### config.mk
export PLATFORM = sky130hd
export DESIGN_NAME = swc_top
export DESIGN_NICKNAME = d
export VERILOG_FILES = /design/src/hw/swc_pkg.sv /design/src/hw/swc_arb.sv /design/src/hw/swc_fwd.sv /design/src/hw/swc_top.sv
export SDC_FILE = /design/constraint.sdc
export NUM_CORES = 1
export LEC_CHECK = 0
export BUFFER_PORTS_ARGS = -buffer_cell sky130_fd_sc_hd__buf_2
export CORE_MARGIN = 1.5
export CORE_UTILIZATION = 25
export DETAILED_ROUTE_END_ITERATION = 8
export PLACE_DENSITY = 0.58
export SLEW_MARGIN = 20
export SYNTH_ARGS = -nofsm -noshare
export SYNTH_HDL_FRONTEND = slang
export SYNTH_SLANG_ARGS = --single-unit
### constraint.sdc
create_clock -name i_clk -period 2.5 [get_ports i_clk]
set_clock_uncertainty 0.05 [all_clocks]
set_input_delay 0.25 -clock i_clk [delete_from_list [all_inputs] [get_ports i_clk]]
set_output_delay 0.25 -clock i_clk [all_outputs]
set_load 0.05 [all_outputs]
### src/hw/swc_pkg.sv
// Shared constants and types of the switch host chunk and forwarding configuration block.
package swc_pkg;
  localparam int unsigned FILL_W = 12;
  localparam int unsigned CNT_W = 8;
  localparam logic [5:0] IDX_CAP = 6'h02;
  localparam logic [5:0] IDX_CHUNK = 6'h04;
  localparam logic [5:0] IDX_CFG3 = 6'h05;
  localparam logic [5:0] IDX_CFG2 = 6'h06;
  localparam logic [5:0] IDX_STAT = 6'h07;
  localparam int unsigned CFG2_GAP2 = 16;
  localparam int unsigned CFG2_ORDER = 15;
  localparam int unsigned CFG2_U2P1 = 4;
  localparam int unsigned CFG2_U1P2 = 3;
  localparam int unsigned CFG2_U2CPU = 2;
  localparam logic [31:0] CFG2_RST = 32'h0000_0800;
  localparam logic [31:0] CFG2_WMASK = 32'h0001_FFFF;
  localparam int unsigned CFG3_U1CPU = 2;
  localparam logic [31:0] CFG3_RST = 32'h0000_0000;
  localparam logic [31:0] CFG3_WMASK = 32'h0000_0004;
  localparam int unsigned CHUNK_SEL_LSB = 0;
  localparam logic [2:0] CHUNK_SEL_MIN = 3'h3;
  localparam logic [2:0] CHUNK_SEL_MAX = 3'h6;
  localparam logic [2:0] CHUNK_SEL_RST = 3'h6;
  localparam int unsigned CAP_MIN_LSB = 0;
  localparam int unsigned STAT_LAST = 0;
  localparam int unsigned STAT_ACTIVE = 1;
  localparam int unsigned STAT_DROP1_LSB = 8;
  localparam int unsigned STAT_DROP2_LSB = 16;
  localparam int unsigned STAT_GAPREJ_LSB = 24;

  typedef enum logic {SWC_PORT1, SWC_PORT2} swc_port_t;

  typedef struct packed {
    logic [1:0] hi_rdy;
    logic [1:0] lo_rdy;
    logic [1:0][FILL_W-1:0] hi_fill;
    logic [1:0][FILL_W-1:0] lo_fill;
  } swc_rxq_t;

  typedef struct packed {
    logic valid;
    swc_port_t port;
    logic unknown;
    logic gap_err;
  } swc_frm_t;

  typedef struct packed {
    logic valid;
    logic gap_rej;
    logic drop;
    logic to_other;
    logic to_cpu_lo;
  } swc_dec_t;

  typedef struct packed {
    logic valid;
    swc_port_t port;
    logic high;
  } swc_sel_t;
endpackage : swc_pkg

### src/hw/swc_arb.sv
// Receive FIFO read-order arbiter between the two ports.
`timescale 1ns/1ps
`default_nettype none
module swc_arb
  import swc_pkg::*;
(
  input wire logic i_clk, // System clock.
  input wire logic i_reset_n, // Asynchronous reset, active low.
  input wire swc_rxq_t i_rxq, // Per-port, per-priority frame ready and fill level.
  input wire logic i_ping_pong, // Read order: 1 alternates ports, 0 follows fill level.
  input wire logic i_next, // Pulse: host side is ready to start the next frame.
  output swc_sel_t o_sel, // Registered selection, valid for one cycle.
  output swc_port_t o_last // Port served last.
);
  // Chooses between two ready ports at one priority level.
  function automatic swc_port_t pick(input logic [1:0] rdy,
                                     input logic [1:0][FILL_W-1:0] fill,
                                     input logic pp, input swc_port_t last);
    swc_port_t p;
    p = SWC_PORT1;
    if (rdy == 2'h2) begin
      p = SWC_PORT2;
    end else if (rdy == 2'h3) begin
      if (pp) begin
        p = (last == SWC_PORT1) ? SWC_PORT2 : SWC_PORT1;
      end else if (fill[1] > fill[0]) begin
        p = SWC_PORT2;
      end
    end
    return p;
  endfunction : pick

  swc_sel_t sel_d, sel_q;
  swc_port_t last_d, last_q;

  always_comb begin
    sel_d = '0;
    last_d = last_q;
    if (i_next && (|i_rxq.hi_rdy)) begin
      sel_d.valid = 1'b1;
      sel_d.high = 1'b1;
      sel_d.port = pick(i_rxq.hi_rdy, i_rxq.hi_fill, i_ping_pong, last_q);
      last_d = sel_d.port;
    end else if (i_next && (|i_rxq.lo_rdy)) begin
      sel_d.valid = 1'b1;
      sel_d.port = pick(i_rxq.lo_rdy, i_rxq.lo_fill, i_ping_pong, last_q);
      last_d = sel_d.port;
    end
  end

  always_ff @(posedge i_clk or negedge i_reset_n) begin
    if (!i_reset_n) begin
      sel_q <= '0;
      last_q <= SWC_PORT2;
    end else begin
      sel_q <= sel_d;
      last_q <= last_d;
    end
  end

  assign o_sel = sel_q;
  assign o_last = last_q;
endmodule : swc_arb
`default_nettype wire

### src/hw/swc_fwd.sv
// Admission and unknown-destination forwarding decision for one received frame.
`timescale 1ns/1ps
`default_nettype none
module swc_fwd
  import swc_pkg::*;
(
  input wire logic i_clk, // System clock.
  input wire logic i_reset_n, // Asynchronous reset, active low.
  input wire swc_frm_t i_frm, // Frame event from a port MAC.
  input wire logic i_gap2_admit, // Admit gap-error frames on port 2.
  input wire logic i_u1p2, // Port 1 unknown frames to port 2.
  input wire logic i_u2p1, // Port 2 unknown frames to port 1.
  input wire logic i_u1cpu, // Port 1 unknown frames to host.
  input wire logic i_u2cpu, // Port 2 unknown frames to host.
  output swc_dec_t o_dec // Registered decision, valid for one cycle.
);
  swc_dec_t dec_d, dec_q;
  logic is_p2;

  always_comb begin
    dec_d = '0;
    is_p2 = (i_frm.port == SWC_PORT2);
    dec_d.valid = i_frm.valid;
    if (i_frm.valid && is_p2 && i_frm.gap_err && !i_gap2_admit) begin
      dec_d.gap_rej = 1'b1;
      dec_d.drop = 1'b1;
    end else if (i_frm.valid && i_frm.unknown) begin
      dec_d.to_other = is_p2 ? i_u2p1 : i_u1p2;
      dec_d.to_cpu_lo = is_p2 ? i_u2cpu : i_u1cpu;
      dec_d.drop = !dec_d.to_other && !dec_d.to_cpu_lo;
    end
  end

  always_ff @(posedge i_clk or negedge i_reset_n) begin
    if (!i_reset_n) begin
      dec_q <= '0;
    end else begin
      dec_q <= dec_d;
    end
  end

  assign o_dec = dec_q;
endmodule : swc_fwd
`default_nettype wire

### src/hw/swc_top.sv
// Top of the switch host chunk and forwarding configuration block with its Wishbone registers.
`timescale 1ns/1ps
`default_nettype none
module swc_top
  import swc_pkg::*;
(
  input wire logic i_clk, // System clock, 200 MHz.
  input wire logic i_reset_n, // Asynchronous reset, active low.
  input wire logic i_wb_cyc, // Wishbone cycle.
  input wire logic i_wb_stb, // Wishbone strobe.
  input wire logic i_wb_we, // Wishbone write enable.
  input wire logic [7:0] i_wb_adr, // Wishbone byte address.
  input wire logic [3:0] i_wb_sel, // Wishbone byte enables.
  input wire logic [31:0] i_wb_dat, // Wishbone write data.
  output logic [31:0] o_wb_dat, // Wishbone read data.
  output logic o_wb_ack, // Wishbone acknowledge.
  input wire logic i_generic_spi, // High when the generic SPI protocol is in use.
  input wire swc_rxq_t i_rxq, // Receive FIFO ready flags and fill levels.
  input wire logic i_rx_next, // Pulse: start of the next frame toward the host.
  output swc_sel_t o_rx_sel, // Chosen FIFO for that frame.
  input wire swc_frm_t i_frm, // Received frame event.
  output swc_dec_t o_dec, // Forwarding decision for that frame.
  output logic [6:0] o_chunk_bytes, // Chunk payload bytes, zero in generic SPI.
  output logic o_chunk_active, // Chunked protocol in use.
  output logic o_port2_admit_gap_error_frames // Port 2 MAC admits gap-error frames.
);
  // Decodes a word index from a byte address.
  function automatic logic hit(input logic [7:0] adr, input logic [5:0] idx);
    return (adr[7:2] == idx);
  endfunction : hit

  // Merges write data into a register under byte enables and a writable mask.
  function automatic logic [31:0] merge(input logic [31:0] old,
                                        input logic [31:0] wdat,
                                        input logic [3:0] sel,
                                        input logic [31:0] mask);
    logic [31:0] be;
    be = {{8{sel[3]}}, {8{sel[2]}}, {8{sel[1]}}, {8{sel[0]}}};
    return (old & ~(be & mask)) | (wdat & be & mask);
  endfunction : merge

  // Bus slave state.
  logic req;
  logic wr_go;
  logic ack_d, ack_q;
  logic [31:0] rdat_d, rdat_q;

  // Configuration state.
  logic [31:0] cfg2_d, cfg2_q;
  logic [31:0] cfg3_d, cfg3_q;
  logic [2:0] chunk_sel_d, chunk_sel_q;
  logic [2:0] chunk_sel_wr;
  logic [6:0] bytes_d, bytes_q;
  logic active_d, active_q;
  logic gap2_d, gap2_q;

  // Status counters.
  logic [CNT_W-1:0] gaprej_d, gaprej_q;
  logic [1:0][CNT_W-1:0] drop_cnt;

  swc_sel_t sel;
  swc_port_t last;
  swc_dec_t dec;
  logic [31:0] stat;
  logic [31:0] cap;

  assign req = i_wb_cyc && i_wb_stb;
  assign wr_go = req && i_wb_we && !ack_q;

  always_comb begin
    ack_d = req && !ack_q;
    rdat_d = rdat_q;
    if (req && !ack_q) begin
      rdat_d = 32'h0000_0000;
      if (!i_wb_we) begin
        if (hit(i_wb_adr, IDX_CAP)) begin
          rdat_d = cap;
        end else if (hit(i_wb_adr, IDX_CHUNK)) begin
          rdat_d[CHUNK_SEL_LSB +: 3] = chunk_sel_q;
        end else if (hit(i_wb_adr, IDX_CFG3)) begin
          rdat_d = cfg3_q;
        end else if (hit(i_wb_adr, IDX_CFG2)) begin
          rdat_d = cfg2_q;
        end else if (hit(i_wb_adr, IDX_STAT)) begin
          rdat_d = stat;
        end
      end
    end
  end

  always_ff @(posedge i_clk or negedge i_reset_n) begin
    if (!i_reset_n) begin
      ack_q <= 1'b0;
      rdat_q <= 32'h0000_0000;
    end else begin
      ack_q <= ack_d;
      rdat_q <= rdat_d;
    end
  end

  assign o_wb_ack = ack_q;
  assign o_wb_dat = rdat_q;

  // The smallest supported selector value is fixed in hardware.
  always_comb begin
    cap = 32'h0000_0000;
    cap[CAP_MIN_LSB +: 3] = CHUNK_SEL_MIN;
  end

  // Selector writes outside the supported range leave the stored value alone.
  always_comb begin
    cfg2_d = cfg2_q;
    cfg3_d = cfg3_q;
    chunk_sel_d = chunk_sel_q;
    chunk_sel_wr = i_wb_dat[CHUNK_SEL_LSB +: 3];
    if (wr_go && hit(i_wb_adr, IDX_CFG2)) begin
      cfg2_d = merge(cfg2_q, i_wb_dat, i_wb_sel, CFG2_WMASK);
    end
    if (wr_go && hit(i_wb_adr, IDX_CFG3)) begin
      cfg3_d = merge(cfg3_q, i_wb_dat, i_wb_sel, CFG3_WMASK);
    end
    if (wr_go && hit(i_wb_adr, IDX_CHUNK) && i_wb_sel[0]) begin
      if ((chunk_sel_wr >= CHUNK_SEL_MIN) && (chunk_sel_wr <= CHUNK_SEL_MAX)) begin
        chunk_sel_d = chunk_sel_wr;
      end
    end
  end

  always_ff @(posedge i_clk or negedge i_reset_n) begin
    if (!i_reset_n) begin
      cfg2_q <= CFG2_RST;
      cfg3_q <= CFG3_RST;
      chunk_sel_q <= CHUNK_SEL_RST;
    end else begin
      cfg2_q <= cfg2_d;
      cfg3_q <= cfg3_d;
      chunk_sel_q <= chunk_sel_d;
    end
  end

  // Chunk size toward the data protocol; the host keeps it stable while frames move.
  always_comb begin
    active_d = !i_generic_spi;
    bytes_d = 7'h00;
    if (!i_generic_spi) begin
      bytes_d = 7'(8'h01 << chunk_sel_q);
    end
    gap2_d = cfg2_q[CFG2_GAP2];
  end

  always_ff @(posedge i_clk or negedge i_reset_n) begin
    if (!i_reset_n) begin
      bytes_q <= 7'h00;
      active_q <= 1'b0;
      gap2_q <= 1'b0;
    end else begin
      bytes_q <= bytes_d;
      active_q <= active_d;
      gap2_q <= gap2_d;
    end
  end

  assign o_chunk_bytes = bytes_q;
  assign o_chunk_active = active_q;
  assign o_port2_admit_gap_error_frames = gap2_q;

  // Two FIFOs per port are arbitrated toward the host.
  swc_arb u_arb (
    .i_clk(i_clk),
    .i_reset_n(i_reset_n),
    .i_rxq(i_rxq),
    .i_ping_pong(cfg2_q[CFG2_ORDER]),
    .i_next(i_rx_next),
    .o_sel(sel),
    .o_last(last)
  );

  assign o_rx_sel = sel;

  swc_fwd u_fwd (
    .i_clk(i_clk),
    .i_reset_n(i_reset_n),
    .i_frm(i_frm),
    .i_gap2_admit(gap2_q),
    .i_u1p2(cfg2_q[CFG2_U1P2]),
    .i_u2p1(cfg2_q[CFG2_U2P1]),
    .i_u1cpu(cfg3_q[CFG3_U1CPU]),
    .i_u2cpu(cfg2_q[CFG2_U2CPU]),
    .o_dec(dec)
  );

  assign o_dec = dec;

  // The decision carries no port, so the frame's port is held for one cycle.
  swc_port_t dec_port_d, dec_port_q;

  // Per-port counters of dropped frames, wrapping at their width.
  for (genvar p = 0; p < 2; p++) begin : g_drop
    logic [CNT_W-1:0] cnt_d, cnt_q;
    always_comb begin
      cnt_d = cnt_q;
      if (dec.valid && dec.drop && (dec_port_q == swc_port_t'(p))) begin
        cnt_d = cnt_q + 1'b1;
      end
    end
    always_ff @(posedge i_clk or negedge i_reset_n) begin
      if (!i_reset_n) begin
        cnt_q <= '0;
      end else begin
        cnt_q <= cnt_d;
      end
    end
    assign drop_cnt[p] = cnt_q;
  end

  always_comb begin
    dec_port_d = i_frm.port;
    gaprej_d = gaprej_q;
    if (dec.valid && dec.gap_rej) begin
      gaprej_d = gaprej_q + 1'b1;
    end
  end

  always_ff @(posedge i_clk or negedge i_reset_n) begin
    if (!i_reset_n) begin
      dec_port_q <= SWC_PORT1;
      gaprej_q <= '0;
    end else begin
      dec_port_q <= dec_port_d;
      gaprej_q <= gaprej_d;
    end
  end

  always_comb begin
    stat = 32'h0000_0000;
    stat[STAT_LAST] = (last == SWC_PORT2);
    stat[STAT_ACTIVE] = active_q;
    stat[STAT_DROP1_LSB +: CNT_W] = drop_cnt[0];
    stat[STAT_DROP2_LSB +: CNT_W] = drop_cnt[1];
    stat[STAT_GAPREJ_LSB +: CNT_W] = gaprej_q;
  end
endmodule : swc_top
`default_nettype wire

==> summary.txt, run 1 <==
Run status
  • Status: complete, no violations

Worst setup path
  • CP max stage cell: or3_1
  • Critical path cell sequence: nand3b_4 > inv_2 > nand3_1 > or3_1 > mux2_4
  • Critical path launch point type: register
  • Arrival time worst endpoint: 2.13 ns
  • Setup crit end kind: register
  • Reg2Reg Setup Slack: around 0.53 ns
  • Crit-path max cell delay: ~0.59 ns
  • CP Class: reg -> reg
  • Data required, critical path: around 2.7 ns
  • Max FO, Critical Path: 8

STA
  • Min cycle time layout: ~2 ns
  • Slew headroom: 0.4691
  • Worst Tran Pin Value: roughly 0.80 ns
  • Hold slack final: 0.06794 ns
  • RSZ-0062 raised after global routing: no
  • F_max: a little over 500 MHz
  • Setup TNS Final: 0 ns
  • Max-slew violations: 0
  • Endpoints failing setup: 0
  • Hold Vio Cnt, Final: 0
  • Crit share post-route: 0.7869

Power
  • Switch Pwr: roughly 0.00095 W
  • Peak supply drop: 0.0003348 V
  • Leak: roughly 3.2 nW
  • Switching part of the total power: 0.2475
  • Pwr Density: 641.6 nW/um^2
  • Clock Power Share: 0.408
  • Cell Int Power: between 0.002 and 0.003 W
  • Sequential share of power: 0.470
  • Gate power share: 0.122

Drt
  • Total number of vias: 3569
  • Drt total wl: between 10000 and 15000 microns
  • Average routed wire per standard cell: between 15 and 20 microns
  • Iter 0 DRT Violations: 180
  • DR pass1 iterations: 4
  • Via density: ~4.6
  • DRC: 0
  • Routed Antenna Nets: 0

CTS
  • Reg clk slew, reported paths: about 0.06 ns
  • Post-CTS setup buffer count: 0
  • Hold-fix buffers, CTS: 2
  • Clock latency on the worst-skew pair: about 0.34 ns
  • CTS Buf Count: 9
  • Sink Count: 97
  • Clk buf depth: 2
  • # resized after CTS: 0
  • CTS tree: built
  • H-tree levels: 3
  • Root Buffer: clkbuf_16

Placement
  • Placer Congestion: 0.8780
  • Dpl hpwl: a little over 9000 microns
  • Port bufs: 138

Synthesis
  • Yosys cell types: 50
  • Post-synthesis sequential area ratio: 0.5265
  • Mux cell area share after synthesis: 0.06636
  • Gate Count Post-Synth: between 300 and 400
  • Syn Area/Cell: between 10 and 15 sq um
  • Synth warnings: 0
  • Post-synthesis cell area: approximately 4600 sq um
  • Synth area leaders: dfrtp_1, ha_1, a22o_1, mux2_2, xnor2_1
  • Largest area contributor in the netlist: dfrtp_1
  • Ys flop type: dfrtp_1
  • Post-synthesis adder-cell area fraction: 0.07313
  • Ys async rst share: 1.000
  • Xor-xnor portion of the synthesized cell area: 0.04361
  • Largest family of logic cells by synthesized area: simple AND/OR/NAND/NOR gates
  • Synth Area in Simple Gates: 0.1289
  • Synthesized net count: between 500 and 600
  • Top post-synthesis cells by count: dfrtp_1, a22o_1, inv_1
  • Compound-gate portion of the synthesized area: 0.1208
  • Post-synthesis register bit count: just under 100
  • Most common cell in the synthesized netlist: dfrtp_1
  • Post-synth top area share: 0.5038
  • Number of synthesized flops with an enable pin: 0

Layout
  • Fraction of layout cells with a size suffix above 1: 0.3565
  • Area Overhead vs Synth: 29.31%
  • Fill cells: about 1900
  • Final net count: around 680
  • Ant diodes: 0

GRT
  • GR Util met3: 0.03108
  • Initial antenna violation count: 0
  • Pin count of the biggest net entering global routing: 62
  • Top Usage Layer GRT: met2
  • Global-route wire length before repair: ~19000 microns
  • Met2 Track Usage GR: 0.2147
  • Remaining Overflow, GRT: 0
  • Vias in the first global route: 3802
  • GR Util met1: 0.1542
  • Overall Global Routing Usage: 0.1272

Floorplanning
  • Initial core utilization: 0.2563
  • Io pins: ~160
  • Die Ht: around 140 microns
  • Die Area: ~19000 sq um
  • Core area: 18020 sq um
  • DIE WIDTH: 138.9 microns
  • Number of cell rows: 49

Flow run
  • Max_cap viols: 0

Hold path
  • HP Class: in -> reg
==> cells in the final DEF, fill, tap and decap left out, drive strengths merged, types with 5 or more instances in the layout <==
| master | count |
|---|---|
| a32o | 5 |
| nor2 | 14 |
| mux2 | 21 |
| dfrtp | 93 |
| a21oi | 17 |
| buf | 147 |
| ha | 27 |
| nand3 | 16 |
| nand4 | 13 |
| xnor2 | 14 |
| inv | 31 |
| nor3 | 8 |
| nand2 | 27 |
| xor2 | 9 |
| nor2b | 6 |
| a22o | 35 |
| clkbuf | 13 |
| o21ai | 5 |
==> path summary, 6_finish.rpt <==
path | start | to | cells past startpoint
setup / recovery | o_wb_ack | register | 5
hold / removal | i_frm[2] | dec_port_q | 1
setup reg to reg | o_wb_ack | register | 5
hold reg to reg | register | o_port2_admit_gap_error_frames | 0
max in group asynchronous | i_reset_n | chunk_sel_q[2] | 3
min in group asynchronous | i_reset_n | o_wb_dat[13] | 2
==> power groups by stage <==
stage	Clock [W]	Combinational [W]	Sequential, W
floorplan	0	0.000236	0.00184
CTS	0.00161	0.000474	0.00181
finish	0.00156	0.000467	0.00180
global placement	0	0.000442	0.00183
detailed placement	0	0.000469	0.00183
global route	0.00167	0.000529	0.00182
==> worst max-delay path: cells and delay by family (launching register included) <==
family / cells / cell delay (ns)
and+or+nand+nor: 3 / 0.94
DFF: 1 / 0.40
muxes: 1 / 0.38
buffers and inverters: 1 / 0.08
==> through the flow <==
step / worst slack (ns) / utilization / total power, W / cells / cell area (sq um)
global placement: 0.3885 / 0.3109 / 0.002270 / 758 / 5604
floorplan: 0.4952 / - / 0.002074 / 395 / 4619
finish: 0.5327 / 0.3314 / 0.003832 / 776 / 5973
detailed placement: 0.3384 / 0.3109 / 0.002303 / 758 / 5604
CTS: 0.5193 / 0.3314 / 0.003886 / 776 / 5973
global route: 0.4677 / 0.3314 / 0.004018 / 776 / 5973
==> cell families after synthesis <==
logic type,Yosys count
compound gates,73
xor+xnor,23
fa+ha+maj,27
buf+inv,43
flops,97
mux,25
simple gates,107
==> metal layers <==
metal  wire (microns)  vias to the layer above  share of wire
met5                0                        -              0
met4              381                        0          0.032
met3              576                       29          0.048
met2             5878                       77           0.49
met1             5126                     1744           0.43
li1                 -                     1719              -
==> cell type report <==
type | count | area (sq um) | area share
clock inverters | 3 | 68.82 | 0.01152
flip-flops and latches | 97 | 2432 | 0.4072
inverters | 30 | 112.6 | 0.01885
clock buffers | 13 | 280.3 | 0.04692
repair buffers | 149 | 793.3 | 0.1328
well taps | 229 | 286.5 | 0.04797
multi-input cells | 255 | 1999 | 0.3347
No activity file was read; power rests on OpenSTA's default activity.
==> run 2, diff against run 1 <==
Settings changed: PLACE_DENSITY 0.58 to 0.59.
Clock period 2.5 ns to 1.7 ns, I/O delays scaled along.
==> summary.txt, run 2 (synthesis results as in run 1) <==
Run status
  • Status: complete, but fails checks
  • Failing checks: negative setup slack

Placement
  • Post-DP Area: 5756 sq um (+2.7%)
  • Dpl hpwl: 9313 microns (-0.50%)
  • Post-placement cell count: 772 (+1.8%)
  • Port bufs: 138 (unchanged)
  • Placer Congestion: 0.8307 (-5.4%)

CTS
  • Sink Count: 97 (unchanged)
  • CTS tree: built
  • Clock latency on the worst-skew pair: 0.34 ns (about the same)
  • Clk buf depth: 2 (unchanged)
  • H-tree levels: 3 (unchanged)
  • Reg clk slew, reported paths: 0.07 ns (about the same)
  • CTS Buf Count: 9 (unchanged)
  • Root Buffer: clkbuf_16

Power
  • Cell Int Power: 0.004296 W (+49%)
  • Leak: 3.305 nW (+4.5%)
  • Switch Pwr: 0.001424 W (+50%)
  • Clock Power Share: 0.407 (about the same)
  • Sequential share of power: 0.463 (-0.007)
  • Switching part of the total power: 0.2489 (+0.001345)
  • Gate power share: 0.130 (+0.008)
  • Pwr Total: 0.005720 W (+49%)
  • Peak supply drop: 0.0005328 V (+59%)
  • Pwr Density: 907.6 nW/um^2 (+41%)

GRT
  • Overall Global Routing Usage: 0.1289 (+0.001728)
  • Remaining Overflow, GRT: 0 (unchanged)
  • Global-route wire length before repair: 19660 microns (+1.1%)
  • Initial antenna violation count: 3 (+3)
  • Vias in the first global route: 3788 (-0.37%)
  • Pin count of the biggest net entering global routing: 63 (+1.6%)

Layout
  • Finished Layout Cells: 807 (+4.0%)
  • Commonest non-fill, non-tap cell in the layout: buf_2
  • Fraction of layout cells with a size suffix above 1: 0.3819 (+0.02545)
  • Area Overhead vs Synth: 36.43%
  • Most frequent cells in the layout: buf_2, dfrtp_1, a22o_1
  • Final instance area: 6302 sq um (+5.5%)
  • Final net count: 705 (+4.3%)

Hold path
  • Worst hold start: i_wb_dat[6]
  • Hold Path Depth: 2 (+1)
  • HP Class: in -> reg

STA
  • Slew headroom: 0.7945 (+0.3255)
  • Worst Tran Pin Value: 0.2997 ns (-0.4968 ns)
  • Crit share post-route: 1.021 (+0.2338)
  • Hold Vio Cnt, Final: 0 (unchanged)
  • Worst setup margin: -0.03514 ns (-0.5679 ns)
  • RSZ-0062 raised after global routing: yes
  • Min cycle time layout: 1.735 ns (-0.2321 ns)
  • F_max: 576.3 MHz (+13%)
  • Max-slew violations: 0 (unchanged)
  • Hold slack final: 0.008370 ns (-0.05957 ns)
  • Endpoints failing setup: 2 (+2)

Floorplanning
  • Die Area: 19300 sq um (unchanged)
  • DIE WIDTH: 138.9 microns (unchanged)
  • Number of cell rows: 49 (unchanged)
  • Initial core utilization: 0.2563 (unchanged)
  • Io pins: 157 (unchanged)
  • Core area: 18020 sq um (unchanged)
  • Die Ht: 138.9 microns (unchanged)

Worst setup path
  • Worst Setup EP: u_arb.o_sel[1]
  • CP Class: reg -> reg
  • RR Startpoint: u_arb.o_last
  • Worst r2r path cells: 5 (unchanged)
  • Critical path launch point type: register
  • Arrival time worst endpoint: 1.91 ns (-0.22 ns)
  • Data required, critical path: 1.88 ns (-0.79 ns)
  • R2R Path End: u_arb.o_sel[1]
  • Reg2Reg Setup Slack: -0.04 ns (-0.57 ns)
  • CP startpoint: u_arb.o_last
  • Max FO, Critical Path: 2 (-6)
  • Setup crit end kind: register

Drt
  • DR pass1 iterations: 4 (unchanged)
  • Average routed wire per standard cell: 14.80 microns (-4.0%)
  • Iter 0 DRT Violations: 131 (-27%)
  • DRC: 0 (unchanged)
  • Routed Antenna Nets: 0 (unchanged)
  • Via density: 4.515 (-1.8%)
  • Total number of vias: 3644 (+2.1%)
  • Drt total wl: 11940 microns (-0.16%)

Flow run
  • Max_cap viols: 0 (unchanged)
## run 2: cell count changes in the layout (fill, tap and decap cells not counted), sizes merged
| cell | change |
|---|---|
| clkinv | +3 |
| inv | -1 |
| dlygate4sd3 | +14 |
| bufinv | +1 |
| buf | +15 |
| diode | +2 |
| clkbuf | -3 |
## run 2: layout make-up
| type | instances | area [sq um] |
|---|---|---|
| fill | 1798 | 11720 |
| sequential | 97 | 2434 |
| multi-input combinational | 255 | 2043 |
| timing repair buffer | 178 | 1062 |
| tap | 229 | 286.5 |
| clock buffer | 10 | 239.0 |
| inverter | 30 | 127.6 |
| clock inverter | 6 | 105.1 |
| antenna | 2 | 5.005 |
## run 2: how the worst min path moves through the flow
stage              endpoint  slack (ns)
2_1_floorplan     async pin       -0.18
3_3_place_gp   o_wb_dat[14]       -0.01
3_5_place_dp   o_wb_dat[14]      -0.008
4_1_cts            register       0.001
5_1_grt            register      -0.002
6_report           register       0.008
## run 2: per-layer routing
layer | share of wire | track usage | wire, microns
met1 | 0.44 | 0.1561 | 5205
met2 | 0.49 | 0.2150 | 5905
met3 | 0.043 | 0.03729 | 516
met4 | 0.026 | 0.05318 | 309
met5 | 0.00059 | 0 | 7
## run 2: per-stage QoR
step	util	TNS, ns	setup slack (ns)
after CTS	0.3490	-0.2724	-0.06845
after global routing	0.3495	-0.5420	-0.08858
after detailed placement	0.3193	-1.064	-0.3276
after global placement	0.3193	-0.5144	-0.2646
final	0.3496	-0.05775	-0.03514
after floorplan	-	-1.270	-0.1537
## run 2: worst max-delay path: stages, from the launching register on
cell	delay (ns)
dfstp_2	0.53
nor2b_2	0.04
or4b_1	0.48
a211o_1	0.26
a32oi_2	0.19
nor2b_1	0.07
## run 2: repair_timing
item | in CTS | in global routing
setup endpoints to repair | 25 | 35
hold endpoints to repair | 111 | 1
setup buffers | 1 | 1
resized for setup | 7 | 2
hold buffers | 15 | 1
pin swaps | 1 | 3
## run 2: power by group through the flow
| stage | Combinational [W] | Sequential [W] | Clock, W |
|---|---|---|---|
| final | 0.000742 | 0.00265 | 0.00233 |
| after global routing | 0.000833 | 0.00268 | 0.00250 |
| after CTS | 0.000747 | 0.00265 | 0.00239 |
| after detailed placement | 0.000716 | 0.00269 | 0 |
| after global placement | 0.000681 | 0.00268 | 0 |
| after floorplan | 0.000352 | 0.00270 | 0 |
